### src/wsc_pkg.sv
// Purpose: Shared constants and types for the wiper save and end-scale block
// Assumes: 100 MHz clock on clk_in
// Notes:   Times are kept in their own unit; cycle counts derive from them
package wsc_pkg;

    // Clock rate
    localparam int unsigned CLK_HZ          = 100_000_000;

    // Documented times
    localparam int unsigned DEBOUNCE_MS     = 8;
    localparam int unsigned IDLE_SAVE_MS    = 1000;
    localparam int unsigned STORE_MS        = 20;

    // Derived cycle counts (debounce and idle are minimum times, so a little more; store busy lasts exactly the figure)
    localparam int unsigned DEBOUNCE_CYC    = CLK_HZ / 1000 * DEBOUNCE_MS;
    localparam int unsigned IDLE_SAVE_CYC   = CLK_HZ / 1000 * IDLE_SAVE_MS;
    localparam int unsigned STORE_CYC       = CLK_HZ / 1000 * STORE_MS;

    // Counter width covers the longest interval
    localparam int unsigned CNT_W           = 27;

    // Wiper coding
    localparam int unsigned CODE_W          = 6;
    localparam int unsigned TAPS            = 64;
    localparam logic [CODE_W-1:0] CODE_ZERO = 6'h00;
    localparam logic [CODE_W-1:0] CODE_FULL = 6'h3f;
    localparam logic [CODE_W-1:0] CODE_MID  = 6'h20;

    // Position: code plus two extra end steps
    typedef enum logic [1:0] {
        WSC_POS_CODE,
        WSC_POS_BOTTOM,
        WSC_POS_TOP
    } wsc_pos_type;

    // Top-level sequencing
    typedef enum logic [1:0] {
        WSC_ST_STRAP,
        WSC_ST_RUN,
        WSC_ST_STORE
    } wsc_state_type;

endpackage

### src/wsc_deb_if.sv
// Purpose: Carries one debounced input between debouncer and control
// Assumes: Single clock domain
// Notes:   level is the filtered pin level, long_pulse marks a long active level
`timescale 1ns/100ps
interface wsc_deb_if;
    logic level;        // Synchronised level
    logic long_pulse;   // One cycle once active beyond the debounce time
    logic active;       // Active level held beyond the debounce time

    modport filt (output level, output long_pulse, output active);
    modport user (input level, input long_pulse, input active);
endinterface

### src/wsc_debounce.sv
// Purpose: Three-stage synchroniser and hold-time filter for one pin
// Assumes: Pin is asynchronous to clk_in
// Notes:   ACT_HIGH chooses which level counts as pressed
`timescale 1ns/100ps
module wsc_debounce
#(
    parameter bit          ACT_HIGH        = 1'b1,
    parameter int unsigned DEBOUNCE_CYCLES = wsc_pkg::DEBOUNCE_CYC
)
(
    // Clock and reset
    input  wire logic  clk_in,
    input  wire logic  rst_b_in,
    // Raw pin
    input  wire logic  pin_in,
    // Filtered result
    wsc_deb_if.filt    deb
);
    import wsc_pkg::*;

    typedef struct packed {
        logic [2:0]       sync;
        logic             level;
        logic [CNT_W-1:0] cnt;
        logic             long_pulse;
        logic             active;
    } wsc_deb_state_type;

    wsc_deb_state_type st_reg;
    wsc_deb_state_type st_next;

    // Change accepted once stages two and three agree; stage one feeds only stage two
    always_comb
    begin
        st_next            = st_reg;
        st_next.sync       = {st_reg.sync[1:0], pin_in};
        st_next.long_pulse = 1'b0;
        if (st_reg.sync[1] == st_reg.sync[2])
        begin
            st_next.level = st_reg.sync[2];
        end
        // Any bounce of two cycles or more restarts the hold count
        if (st_reg.level != ACT_HIGH)
        begin
            st_next.cnt    = '0;
            st_next.active = 1'b0;
        end
        else if (st_reg.cnt < CNT_W'(DEBOUNCE_CYCLES))
        begin
            st_next.cnt = st_reg.cnt + CNT_W'(1);
        end
        else if (!st_reg.active)
        begin
            st_next.active     = 1'b1;  // Held beyond the debounce time
            st_next.long_pulse = 1'b1;
        end
    end

    // Idle level after reset is inactive
    always_ff @(posedge clk_in)
    begin
        if (!rst_b_in)
        begin
            st_reg       <= '0;
            st_reg.sync  <= {3{~ACT_HIGH}};
            st_reg.level <= ~ACT_HIGH;
        end
        else
        begin
            st_reg <= st_next;
        end
    end

    assign deb.level      = st_reg.level;
    assign deb.long_pulse = st_reg.long_pulse;
    assign deb.active     = st_reg.active;

endmodule

### src/wsc_top.sv
// Purpose: Wiper register with push-button steps, auto or manual save, end-scale flag
// Assumes: 100 MHz clk_in; save pin strap settled when reset releases
// Notes:   Store is modelled as a write strobe plus a fixed busy time
`timescale 1ns/100ps

module wsc_top
#(
    parameter int unsigned DEBOUNCE_CYCLES  = wsc_pkg::DEBOUNCE_CYC,
    parameter int unsigned IDLE_SAVE_CYCLES = wsc_pkg::IDLE_SAVE_CYC,
    parameter int unsigned STORE_CYCLES     = wsc_pkg::STORE_CYC,
    parameter logic [5:0]  POWERUP_CODE     = wsc_pkg::CODE_MID
)
(
    // Clock and reset
    input  wire logic                          clk_in,
    input  wire logic                          rst_b_in,
    // Push buttons, active high
    input  wire logic                          step_up_button_in,
    input  wire logic                          step_down_button_in,
    // Save pin: strap, manual store input, end-scale indicator
    input  wire logic                          save_enable_indicator_pin_in,
    output logic                               save_enable_indicator_pin_out,
    output logic                               save_enable_indicator_pin_oe_b_out,
    // Wiper state towards the resistor string
    output logic [wsc_pkg::CODE_W-1:0]         wiper_position_register_out,
    output logic [wsc_pkg::TAPS-1:0]           tap_select_out,
    output logic                               bottom_scale_step_out,
    output logic                               top_scale_step_out,
    // Nonvolatile store
    output logic                               nv_write_out,
    output logic [wsc_pkg::CODE_W-1:0]         nv_data_out,
    output logic                               store_busy_out,
    output logic                               auto_save_mode_out
);
    import wsc_pkg::*;

    typedef struct packed {
        wsc_state_type     state;
        logic              auto_mode;
        logic [CODE_W-1:0] code;
        wsc_pos_type       pos;
        logic [CNT_W-1:0]  idle_cnt;
        logic              dirty;
        logic [CNT_W-1:0]  store_cnt;
        logic              ind;
        logic              nv_write;
        logic [CODE_W-1:0] nv_data;
        logic [TAPS-1:0]   taps;
        logic              ind_oe_b;
        logic              at_bottom;
        logic              at_top;
        logic              busy;
    } wsc_top_state_type;

    wsc_top_state_type st_reg;
    wsc_top_state_type st_next;

    wsc_deb_if up_if ();
    wsc_deb_if dn_if ();
    wsc_deb_if sv_if ();

    // Debouncers for the two buttons and the save pin
    wsc_debounce #(.ACT_HIGH(1'b1), .DEBOUNCE_CYCLES(DEBOUNCE_CYCLES)) u_up
    (
        .clk_in   (clk_in),
        .rst_b_in (rst_b_in),
        .pin_in   (step_up_button_in),
        .deb      (up_if.filt)
    );

    wsc_debounce #(.ACT_HIGH(1'b1), .DEBOUNCE_CYCLES(DEBOUNCE_CYCLES)) u_dn
    (
        .clk_in   (clk_in),
        .rst_b_in (rst_b_in),
        .pin_in   (step_down_button_in),
        .deb      (dn_if.filt)
    );

    wsc_debounce #(.ACT_HIGH(1'b0), .DEBOUNCE_CYCLES(DEBOUNCE_CYCLES)) u_sv
    (
        .clk_in   (clk_in),
        .rst_b_in (rst_b_in),
        .pin_in   (save_enable_indicator_pin_in),
        .deb      (sv_if.filt)
    );

    // One-hot tap decode of the code
    function automatic logic [TAPS-1:0] tap_decode(input logic [CODE_W-1:0] c);
        logic [TAPS-1:0] t;
        t    = '0;
        t[c] = 1'b1;
        return t;
    endfunction

    logic step_up;
    logic step_dn;
    logic any_act;

    // Synchronised button levels restart the idle timer, even bounces
    assign any_act = up_if.level | dn_if.level;

    always_comb
    begin
        st_next          = st_reg;
        st_next.nv_write = 1'b0;
        step_up          = 1'b0;
        step_dn          = 1'b0;
        case (st_reg.state)
            WSC_ST_STRAP:
            begin
                // Debounced strap is settled by the time it leaves reset level
                if (st_reg.idle_cnt < CNT_W'(DEBOUNCE_CYCLES))
                begin
                    st_next.idle_cnt = st_reg.idle_cnt + CNT_W'(1);
                end
                else
                begin
                    st_next.auto_mode = ~sv_if.level;
                    st_next.idle_cnt  = '0;
                    st_next.state     = WSC_ST_RUN;
                end
            end
            WSC_ST_RUN:
            begin
                step_up = up_if.long_pulse;
                step_dn = dn_if.long_pulse;
                // Move through bottom, codes and top
                if (step_up && !step_dn)
                begin
                    st_next.dirty = 1'b1;
                    if (st_reg.pos == WSC_POS_BOTTOM)
                    begin
                        st_next.pos  = WSC_POS_CODE;
                        st_next.code = CODE_ZERO;
                        st_next.ind  = 1'b0;
                    end
                    else if (st_reg.pos == WSC_POS_CODE && st_reg.code == CODE_FULL)
                    begin
                        st_next.pos = WSC_POS_TOP;
                    end
                    else if (st_reg.pos == WSC_POS_CODE)
                    begin
                        st_next.code = st_reg.code + CODE_W'(1);
                    end
                end
                else if (step_dn && !step_up)
                begin
                    st_next.dirty = 1'b1;
                    if (st_reg.pos == WSC_POS_TOP)
                    begin
                        st_next.pos  = WSC_POS_CODE;
                        st_next.code = CODE_FULL;
                        st_next.ind  = 1'b0;
                    end
                    else if (st_reg.pos == WSC_POS_CODE && st_reg.code == CODE_ZERO)
                    begin
                        st_next.pos = WSC_POS_BOTTOM;
                    end
                    else if (st_reg.pos == WSC_POS_CODE)
                    begin
                        st_next.code = st_reg.code - CODE_W'(1);
                    end
                end
                // Indicator at an end step while a button is held; judged on the
                // new position, else the step that leaves the end would re-arm it
                if (st_reg.auto_mode && st_next.pos != WSC_POS_CODE
                    && (up_if.active || dn_if.active))
                begin
                    st_next.ind = 1'b1;
                end
                // Released only by a step leaving the end; held through bounces
                if (!st_reg.auto_mode)
                begin
                    st_next.ind = 1'b0;
                end
                // Idle timer for auto save
                if (any_act)
                begin
                    st_next.idle_cnt = '0;
                end
                else if (st_reg.idle_cnt < CNT_W'(IDLE_SAVE_CYCLES))
                begin
                    st_next.idle_cnt = st_reg.idle_cnt + CNT_W'(1);
                end
                if (st_reg.auto_mode && st_reg.dirty && !any_act
                    && st_reg.idle_cnt >= CNT_W'(IDLE_SAVE_CYCLES))
                begin
                    st_next.state = WSC_ST_STORE;
                    st_next.dirty = 1'b0;
                end
                if (!st_reg.auto_mode && sv_if.long_pulse)
                begin
                    st_next.state = WSC_ST_STORE;
                end
                if (st_next.state == WSC_ST_STORE)
                begin
                    st_next.nv_write  = 1'b1;
                    st_next.nv_data   = st_reg.code;
                    st_next.store_cnt = '0;
                end
            end
            WSC_ST_STORE:
            begin
                // Buttons ignored; steps only taken in RUN
                if (st_reg.store_cnt < CNT_W'(STORE_CYCLES - 1))
                begin
                    st_next.store_cnt = st_reg.store_cnt + CNT_W'(1);
                end
                else
                begin
                    st_next.idle_cnt = '0;
                    st_next.state    = WSC_ST_RUN;
                end
            end
            default:
            begin
                st_next.state = WSC_ST_STRAP;
            end
        endcase
        // Tap decode registered so the select follows the code
        st_next.taps = tap_decode(st_next.code);
        // Enable and flags registered so every output leaves a flop
        st_next.ind_oe_b  = ~st_next.ind;
        st_next.at_bottom = (st_next.pos == WSC_POS_BOTTOM);
        st_next.at_top    = (st_next.pos == WSC_POS_TOP);
        st_next.busy      = (st_next.state == WSC_ST_STORE);
    end

    // Power-up code stands in for the restored nonvolatile value
    always_ff @(posedge clk_in)
    begin
        if (!rst_b_in)
        begin
            st_reg       <= '0;
            st_reg.state <= WSC_ST_STRAP;
            st_reg.pos   <= WSC_POS_CODE;
            st_reg.code  <= POWERUP_CODE;
            st_reg.taps  <= '0;
            st_reg.ind_oe_b <= 1'b1;
        end
        else
        begin
            st_reg <= st_next;
        end
    end

    // Outputs straight from state; pin driven high only when indicating
    assign save_enable_indicator_pin_out      = st_reg.ind;
    assign save_enable_indicator_pin_oe_b_out = st_reg.ind_oe_b;
    assign wiper_position_register_out        = st_reg.code;
    assign tap_select_out                     = st_reg.taps;
    assign bottom_scale_step_out              = st_reg.at_bottom;
    assign top_scale_step_out                 = st_reg.at_top;
    assign nv_write_out                       = st_reg.nv_write;
    assign nv_data_out                        = st_reg.nv_data;
    assign store_busy_out                     = st_reg.busy;
    assign auto_save_mode_out                 = st_reg.auto_mode;

endmodule

### config.mk
export PLATFORM = sky130hd
export DESIGN_NAME = wsc_top
export DESIGN_NICKNAME = d
export VERILOG_FILES = /design/src/wsc_pkg.sv /design/src/wsc_deb_if.sv /design/src/wsc_debounce.sv /design/src/wsc_top.sv
export SDC_FILE = /design/constraint.sdc
export NUM_CORES = 1
export LEC_CHECK = 0
export ABC_CLOCK_PERIOD_IN_PS = 2200
export BUFFER_PORTS_ARGS = -buffer_cell sky130_fd_sc_hd__buf_2
export CORE_MARGIN = 5
export CORE_UTILIZATION = 35
export CTS_BUF_LIST = sky130_fd_sc_hd__clkbuf_4
export DETAILED_ROUTE_END_ITERATION = 12
export GPL_TIMING_DRIVEN = 0
export SLEW_MARGIN = 20
export SYNTH_ARGS = -nofsm -noshare
export SYNTH_HDL_FRONTEND = slang
export SYNTH_SLANG_ARGS = --single-unit
### constraint.sdc
create_clock -name clk_in -period 2.2 [get_ports clk_in]
set_clock_uncertainty 0.05 [all_clocks]
set_input_delay 0.11 -clock clk_in [delete_from_list [all_inputs] [get_ports clk_in]]
set_output_delay 0.11 -clock clk_in [all_outputs]
set_load 0.02 [all_outputs]
Yosys cells after proc, flatten, opt, wreduce, memory -nomap -nowiden:

Index checks and enable logic that the tools add are counted.

* register bits after elaboration: 241
* bits of input ports: 5
* word-level logic and storage cells: 146
* output and inout bits: 83

* reduce and logical (&&, ||, !) cells: 35
* multiplexer cells: 42
* bitwise operators: 7
* equality and inequality tests: 16
* magnitude comparators: 9
* $add $sub $neg: 7

Operator list (number)
* 2-to-1 mux 27 bit: 6
* adder 27 x 1 -> 27 bit, second input constant: 5
* less-than comparator 27 x 20 -> 1 bit, second input constant: 4
* case mux 27 bit (3 select lines): 1
* 2-to-1 mux 8 bit: 7
* case mux 27 bit (2 select lines): 1
* greater-or-equal comparator 27 bit, second input constant: 1
* less-than comparator 27 x 21 -> 1 bit, second input constant: 1
* less-than comparator 27 bit, second input constant: 1
* 2-to-1 mux 6 bit: 4
* 2-to-1 mux 2 bit: 9
* AND reduction 2 bit: 6
* logical AND 1 bit: 11
* equality test 2 bit, second input constant: 5
* 2-to-1 mux 1 bit: 10
* OR reduction 3 bit: 3
* less-than comparator 6 x 7 -> 1 bit, second input constant: 1
* 2-to-1 mux 7 bit: 1
* adder 6 x 1 -> 6 bit, second input constant: 1
* demux 1 bit (select 6 bit): 1
* equality test 2 x 1 -> 1 bit, second input constant: 3
* equality test 6 bit, second input constant: 1
* greater-or-equal comparator 6 x 1 -> 1 bit, second input constant: 1
* logical NOT 6 bit: 1
* other kinds (15): 31

Logic depth before layout (Yosys ltp):

* depth after elaboration: 14
* depth in mapped cells: 11
* mapped depth without buffers: 8

By module:

From an unflattened synthesis, not the netlist that was laid out.

* cells, all modules: 1275
* area, all modules: 10925.5 um2

By module, submodules not included
* wsc_top: area each 6791.5 um2, times used 1, cells each 809, sequential area each 2842.7 um2
* wsc_debounce at u_dn ...: area each 1363.8 um2, times used 2, cells each 155, sequential area each 660.6 um2
* wsc_debounce at u_sv: area each 1406.3 um2, times used 1, cells each 156, sequential area each 660.6 um2

Worst setup path after synthesis:

Ideal clock, no wire load.

* path type: flip-flop to flip-flop
* from: register st_reg, in the netlist wiper_position_register_out[1]
* to: register st_reg, in the netlist tap_select_out[4]
* data required time: 2.081 ns
* stages on the path, launching flop included: 11
* clock period less this slack: 2.377 ns
* library setup time: 0.069 ns
* arrival time: 2.258 ns
* buffers on the path: 2
* setup slack: -0.177 ns
* path through: dfxtp_1 > clkbuf_2 > inv_1 > ha_1 > nor2b_1 > and2_1 > buf_2 > o221a_2 > nor3_1 > nand4_1 > nor2_1

* cells in the longest elaborated chain, start to end: 12
* elaborated cells between the ends (all ways): 21
* classes of those cells: add/sub (2); order compare (2); eq/ne (1); mux (12); reduce/logical (4)

Ends and longest elaborated chain
* start: declaration: RTL line wsc_top.sv:55 `wsc_top_state_type st_reg;`
* start signal: assignment: RTL line wsc_top.sv:243 `st_reg <= st_next;`
* subtractor 6 x 1 -> 6 bit or logical NOT 6 bit (tied branches): RTL line wsc_top.sv:161, wsc_top.sv:155
* 2-to-1 mux 6 bit or logical AND 1 bit (tied branches): RTL line wsc_top.sv:159, wsc_top.sv:155
* 2-to-1 mux 6 bit: RTL line wsc_top.sv:155 `else if (st_reg.pos == WSC_POS_CODE && st_reg.code == CODE_ZERO)`
* 2-to-1 mux 8 bit: RTL line wsc_top.sv:149 `if (st_reg.pos == WSC_POS_TOP)`
* 2-to-1 mux 8 bit: RTL line wsc_top.sv:146 `else if (step_dn && !step_up)`
* 2-to-1 mux 8 bit: RTL line wsc_top.sv:128 `if (step_up && !step_dn)`
* 2-to-1 mux 8 bit: RTL line wsc_top.sv:108 `case (st_reg.state)`
* 2-to-1 mux 8 bit (*): RTL line wsc_top.sv:108
* less-than comparator 6 x 7 -> 1 bit (not written as such) or greater-or-equal comparator 6 x 1 -> 1 bit (tied branches): RTL line wsc_top.sv:91 `t[c] = 1'b1;`
* logical AND 1 bit (not written as such): RTL line wsc_top.sv:91
* 2-to-1 mux 1 bit (not written as such): RTL line wsc_top.sv:91
* demux 1 bit (select 6 bit) (*): RTL line wsc_top.sv:91

Mark *: on every way between the ends. The rest lies on a longest branch, timed or not. The select of a mux whose other input is x is not followed.
A chain may end at the register's enable or synchronous reset.

Worst setup path after layout:

* from: register st_reg, in the netlist wiper_position_register_out[1]
* to: register st_reg, in the netlist tap_select_out[40]

The elaborated chain is that of the path after synthesis.

==> results.txt <==
----------------------------------------------------
[Route]
  Detailed Route Iter0 Violations ... 612
  Via/cell ratio ... 5.23
  Final wirelength ... ~30000 microns
  Total via count after detailed routing ... between 10000 and 15000
  Average wire per standard cell ... about 15 microns
  Post-route DRC violation count ... 0
  Detailed-router iteration count before antenna repair ... 6
  Post-DRT Antenna Nets ... 0

[Timing]
  FMAX ... about 0.41 GHz
  Transition time of the tightest slew-check pin ... slightly below 800 ps
  Post-layout min period ... between 2000 and 2500 ps
  Unrepaired setup endpoints after global routing ... true
  Portion of the clock cycle consumed by the worst path in the final layout ... 1.10
  Total negative slack ... -11810 ps
  Final setup violation count ... 87
  Slew Limit Headroom ... 0.481
  Number of hold-slack violations in the final timing report ... 0
  Max-slew violations ... 0
  Setup WS post-layout ... -216 ps

[CTS]
  Worst-case clock buffer depth ... 3
  TritonCTS clock tree ... done
  Clock Pin Slew Worst Setup and Hold Paths ... about 60 ps
  Clock sink count ... 241
  Clock buffers created by TritonCTS ... approximately 70
  Number of H-tree levels ... 3
  Clock root cell ... clkbuf_4
  Worst-skew pair later-pin latency ... 680 ps

[Floorplanning]
  Die X ... around 190 microns
  Die Y-Extent ... 188 microns
  I/O Pins ... 88
  Std-Cell Rows ... 65
  Area of the core ... about 31000 sq um
  Die area ... roughly 35000 sq um
  Effective utilization at floorplan ... 0.352

[GRT]
  Overall fraction of global-route tracks in use ... 0.161
  Total congestion overflow after global routing ... 0
  Initial antenna violation count ... 1
  Wire length of the first global-routing pass ... a little under 50000 microns
  Number of global-route vias before repair ... 9837
  Maximum number of pins on one net before global-route repair ... 11

[Power and ir drop]
  Pwr Total ... roughly 8.3 mW
  Leakage ... around 5.5 nW
  Peak VDD IR ... between 400 and 500 uV
  Pwr dens ... about 570 nW/um^2

[Synth]
  Post-Syn Instances ... 1279
  Syn Nets ... 1297
  Share of synthesized flip-flops with an asynchronous set or reset ... 0
  Number of enable flip-flop cells after synthesis ... 0
  Distinct cells, synth ... 80
  Post-Syn Area per Cell ... between 8 and 9 sq um
  Dominant register cell in the synthesized netlist ... dfxtp_1
  Synthesis-stage register bit count ... 241
  Sequential share of the synthesized area ... 0.437
  Synthesis Warnings ... 0
  Netlist area before placement ... between 10000 and 15000 sq um

[Cells and area]
  Most frequent cells in the layout ... dfxtp_1 (214), nor2_1 (152), buf_4 (127)
  Layout cell share with drive strength beyond 1 ... 0.348
  Flip-flop count of the largest register, all copies and words added ... 64
  Final Instance Count excl. Fillers ... slightly below 2000
  Leading cell type in the layout, fill and taps excluded ... dfxtp_1
  Number of nets at the end of the flow ... approximately 1500
  Layout Area Growth over Synthesis ... 31.0%
  Fillers ... approximately 3100

[Run status]
  Status ... finished, violations left
  Failing checks ... setup timing

[Critical path]
  Largest fanout on the critical path ... 5
  Endpoint type of the worst setup path ... flop
  Number of cell instances on the worst register-to-register path ... 11
  Req. time, crit path ... between 2000 and 3000 ps
  Critical Setup Path Class ... reg -> reg
  Category of the worst setup path launch point ... flop
  Critical path arrival ... roughly 3000 ps

[Placed design]
  Post-DP HPWL ... approximately 19000 microns
  IO buf count ... 87
  Final Wtd Congestion ... between 0.9 and 1
  Worst slack after detailed placement ... -738 ps
  Number of cells in the design after placement ... 1768

[Job]
  Count of max-cap constraint violations ... 0

[Worst hold path]
  Class of the tightest hold or removal check ... in -> reg
  Number of instances on the worst hold path ... 3

----------------------------------------------------
[cell families after synthesis]
| group | after synthesis | share of synthesized area |
|---|---|---|
| xor gates and xnor gates | 49 | 0.0388 |
| DFF | 241 | 0.437 |
| adders and majority gates | 13 | 0.0147 |
| muxes | 4 | 0.00362 |
| and+or+nand+nor | 565 | 0.272 |
| AOI/OAI and AO/OA | 230 | 0.145 |
| buffers and inverters | 177 | 0.0888 |
[critical path: stages (launching register included)]
cell       delay [ps]
dfxtp_2           320
buf_8             120
clkinv_4           40
ha_4              130
or3b_4            390
buf_6             130
a2111oi_4         290
o221ai_2          180
buf_4             190
o311ai_4           90
nand4b_1          270
nor2_1            150
[final timing paths]
path	endpoint	slack [ps]	start
max reg2reg	tap_select_out[40]$_SDFF_PN0_	-220	wiper_position_register_out[1]$_SDFF_PN0_
min reg2reg	u_sv.st_next[32]$_SDFF_PN1_	360	u_sv.st_next[31]$_SDFF_PN1_
max	tap_select_out[40]$_SDFF_PN0_	-220	wiper_position_register_out[1]$_SDFF_PN0_
min	u_dn.st_next[31]$_SDFF_PN0_	180	step_down_button_in
[per-stage QoR]
| stage | cell area [sq um] | util | hold slack [ps] |
|---|---|---|---|
| detailed placement | 12100 | 0.385 | 249 |
| finish | 14500 | 0.461 | 180 |
| CTS | 13700 | 0.437 | 106 |
| global placement | 12100 | 0.385 | 245 |
| global route | 14500 | 0.461 | 129 |
| floorplan | 11100 | - | 161 |
[report_power, final]
group / switching [mW] / internal (mW)
clock: 1.88 / 1.93
combinational: 0.0771 / 0.0408
sequential: 0.00957 / 4.37
[final cells by class]
type                    count  area (sq um)  share of cell area
repair buffers            156          1090              0.0753
plain buffers             139           970              0.0670
well taps                 402           503              0.0348
flip-flops and latches    241          4880               0.337
multi-input cells         862          6080               0.420
diodes                      3          7.51            0.000519
clock buffers              90           676              0.0467
clock inverters            29           128             0.00882
inverters                  33           141             0.00977
[per-layer routing]
| layer | track usage | wire length [microns] |
|---|---|---|
| met3 | 0.0361 | 1600 |
| met5 | 0 | 0 |
| met2 | 0.249 | 13700 |
| met4 | 0.0714 | 762 |
| met1 | 0.216 | 13800 |
[timing repair]
item,CTS,global route
buffers inserted,41,18
hold endpoints to repair,11,0
hold buffers,5,0
setup endpoints to repair,138,137
gates resized for setup,117,138
pin swaps,96,76
cloned,3,4
[Yosys cell counts, drive strengths merged, types with 4 or more instances]
library cell	count	area share
dfxtp	241	0.44
nor2	164	0.056
nand2	102	0.035
buf	96	0.061
a21oi	73	0.033
nor4	54	0.033
xnor2	49	0.039
clkbuf	48	0.016
and3	37	0.021
o21ai	34	0.016
o31ai	34	0.024
nor3	33	0.017
inv	31	0.011
nand4	30	0.019
nand3	29	0.015
or4	29	0.020
and2	23	0.013
a31oi	16	0.0091
ha	13	0.015
or3	11	0.0062
and4	9	0.0071
nand3b	9	0.0065
a31o	8	0.0063
nand2b	8	0.0045
nand4b	8	0.0063
o21a	8	0.0054
a2111oi	7	0.0078
nor2b	6	0.0034
a211oi	5	0.0039
nor4b	5	0.0040
mux2i	4	0.0036
o211ai	4	0.0027
o311ai	4	0.0063
No activity file was read; power rests on OpenSTA's default activity.
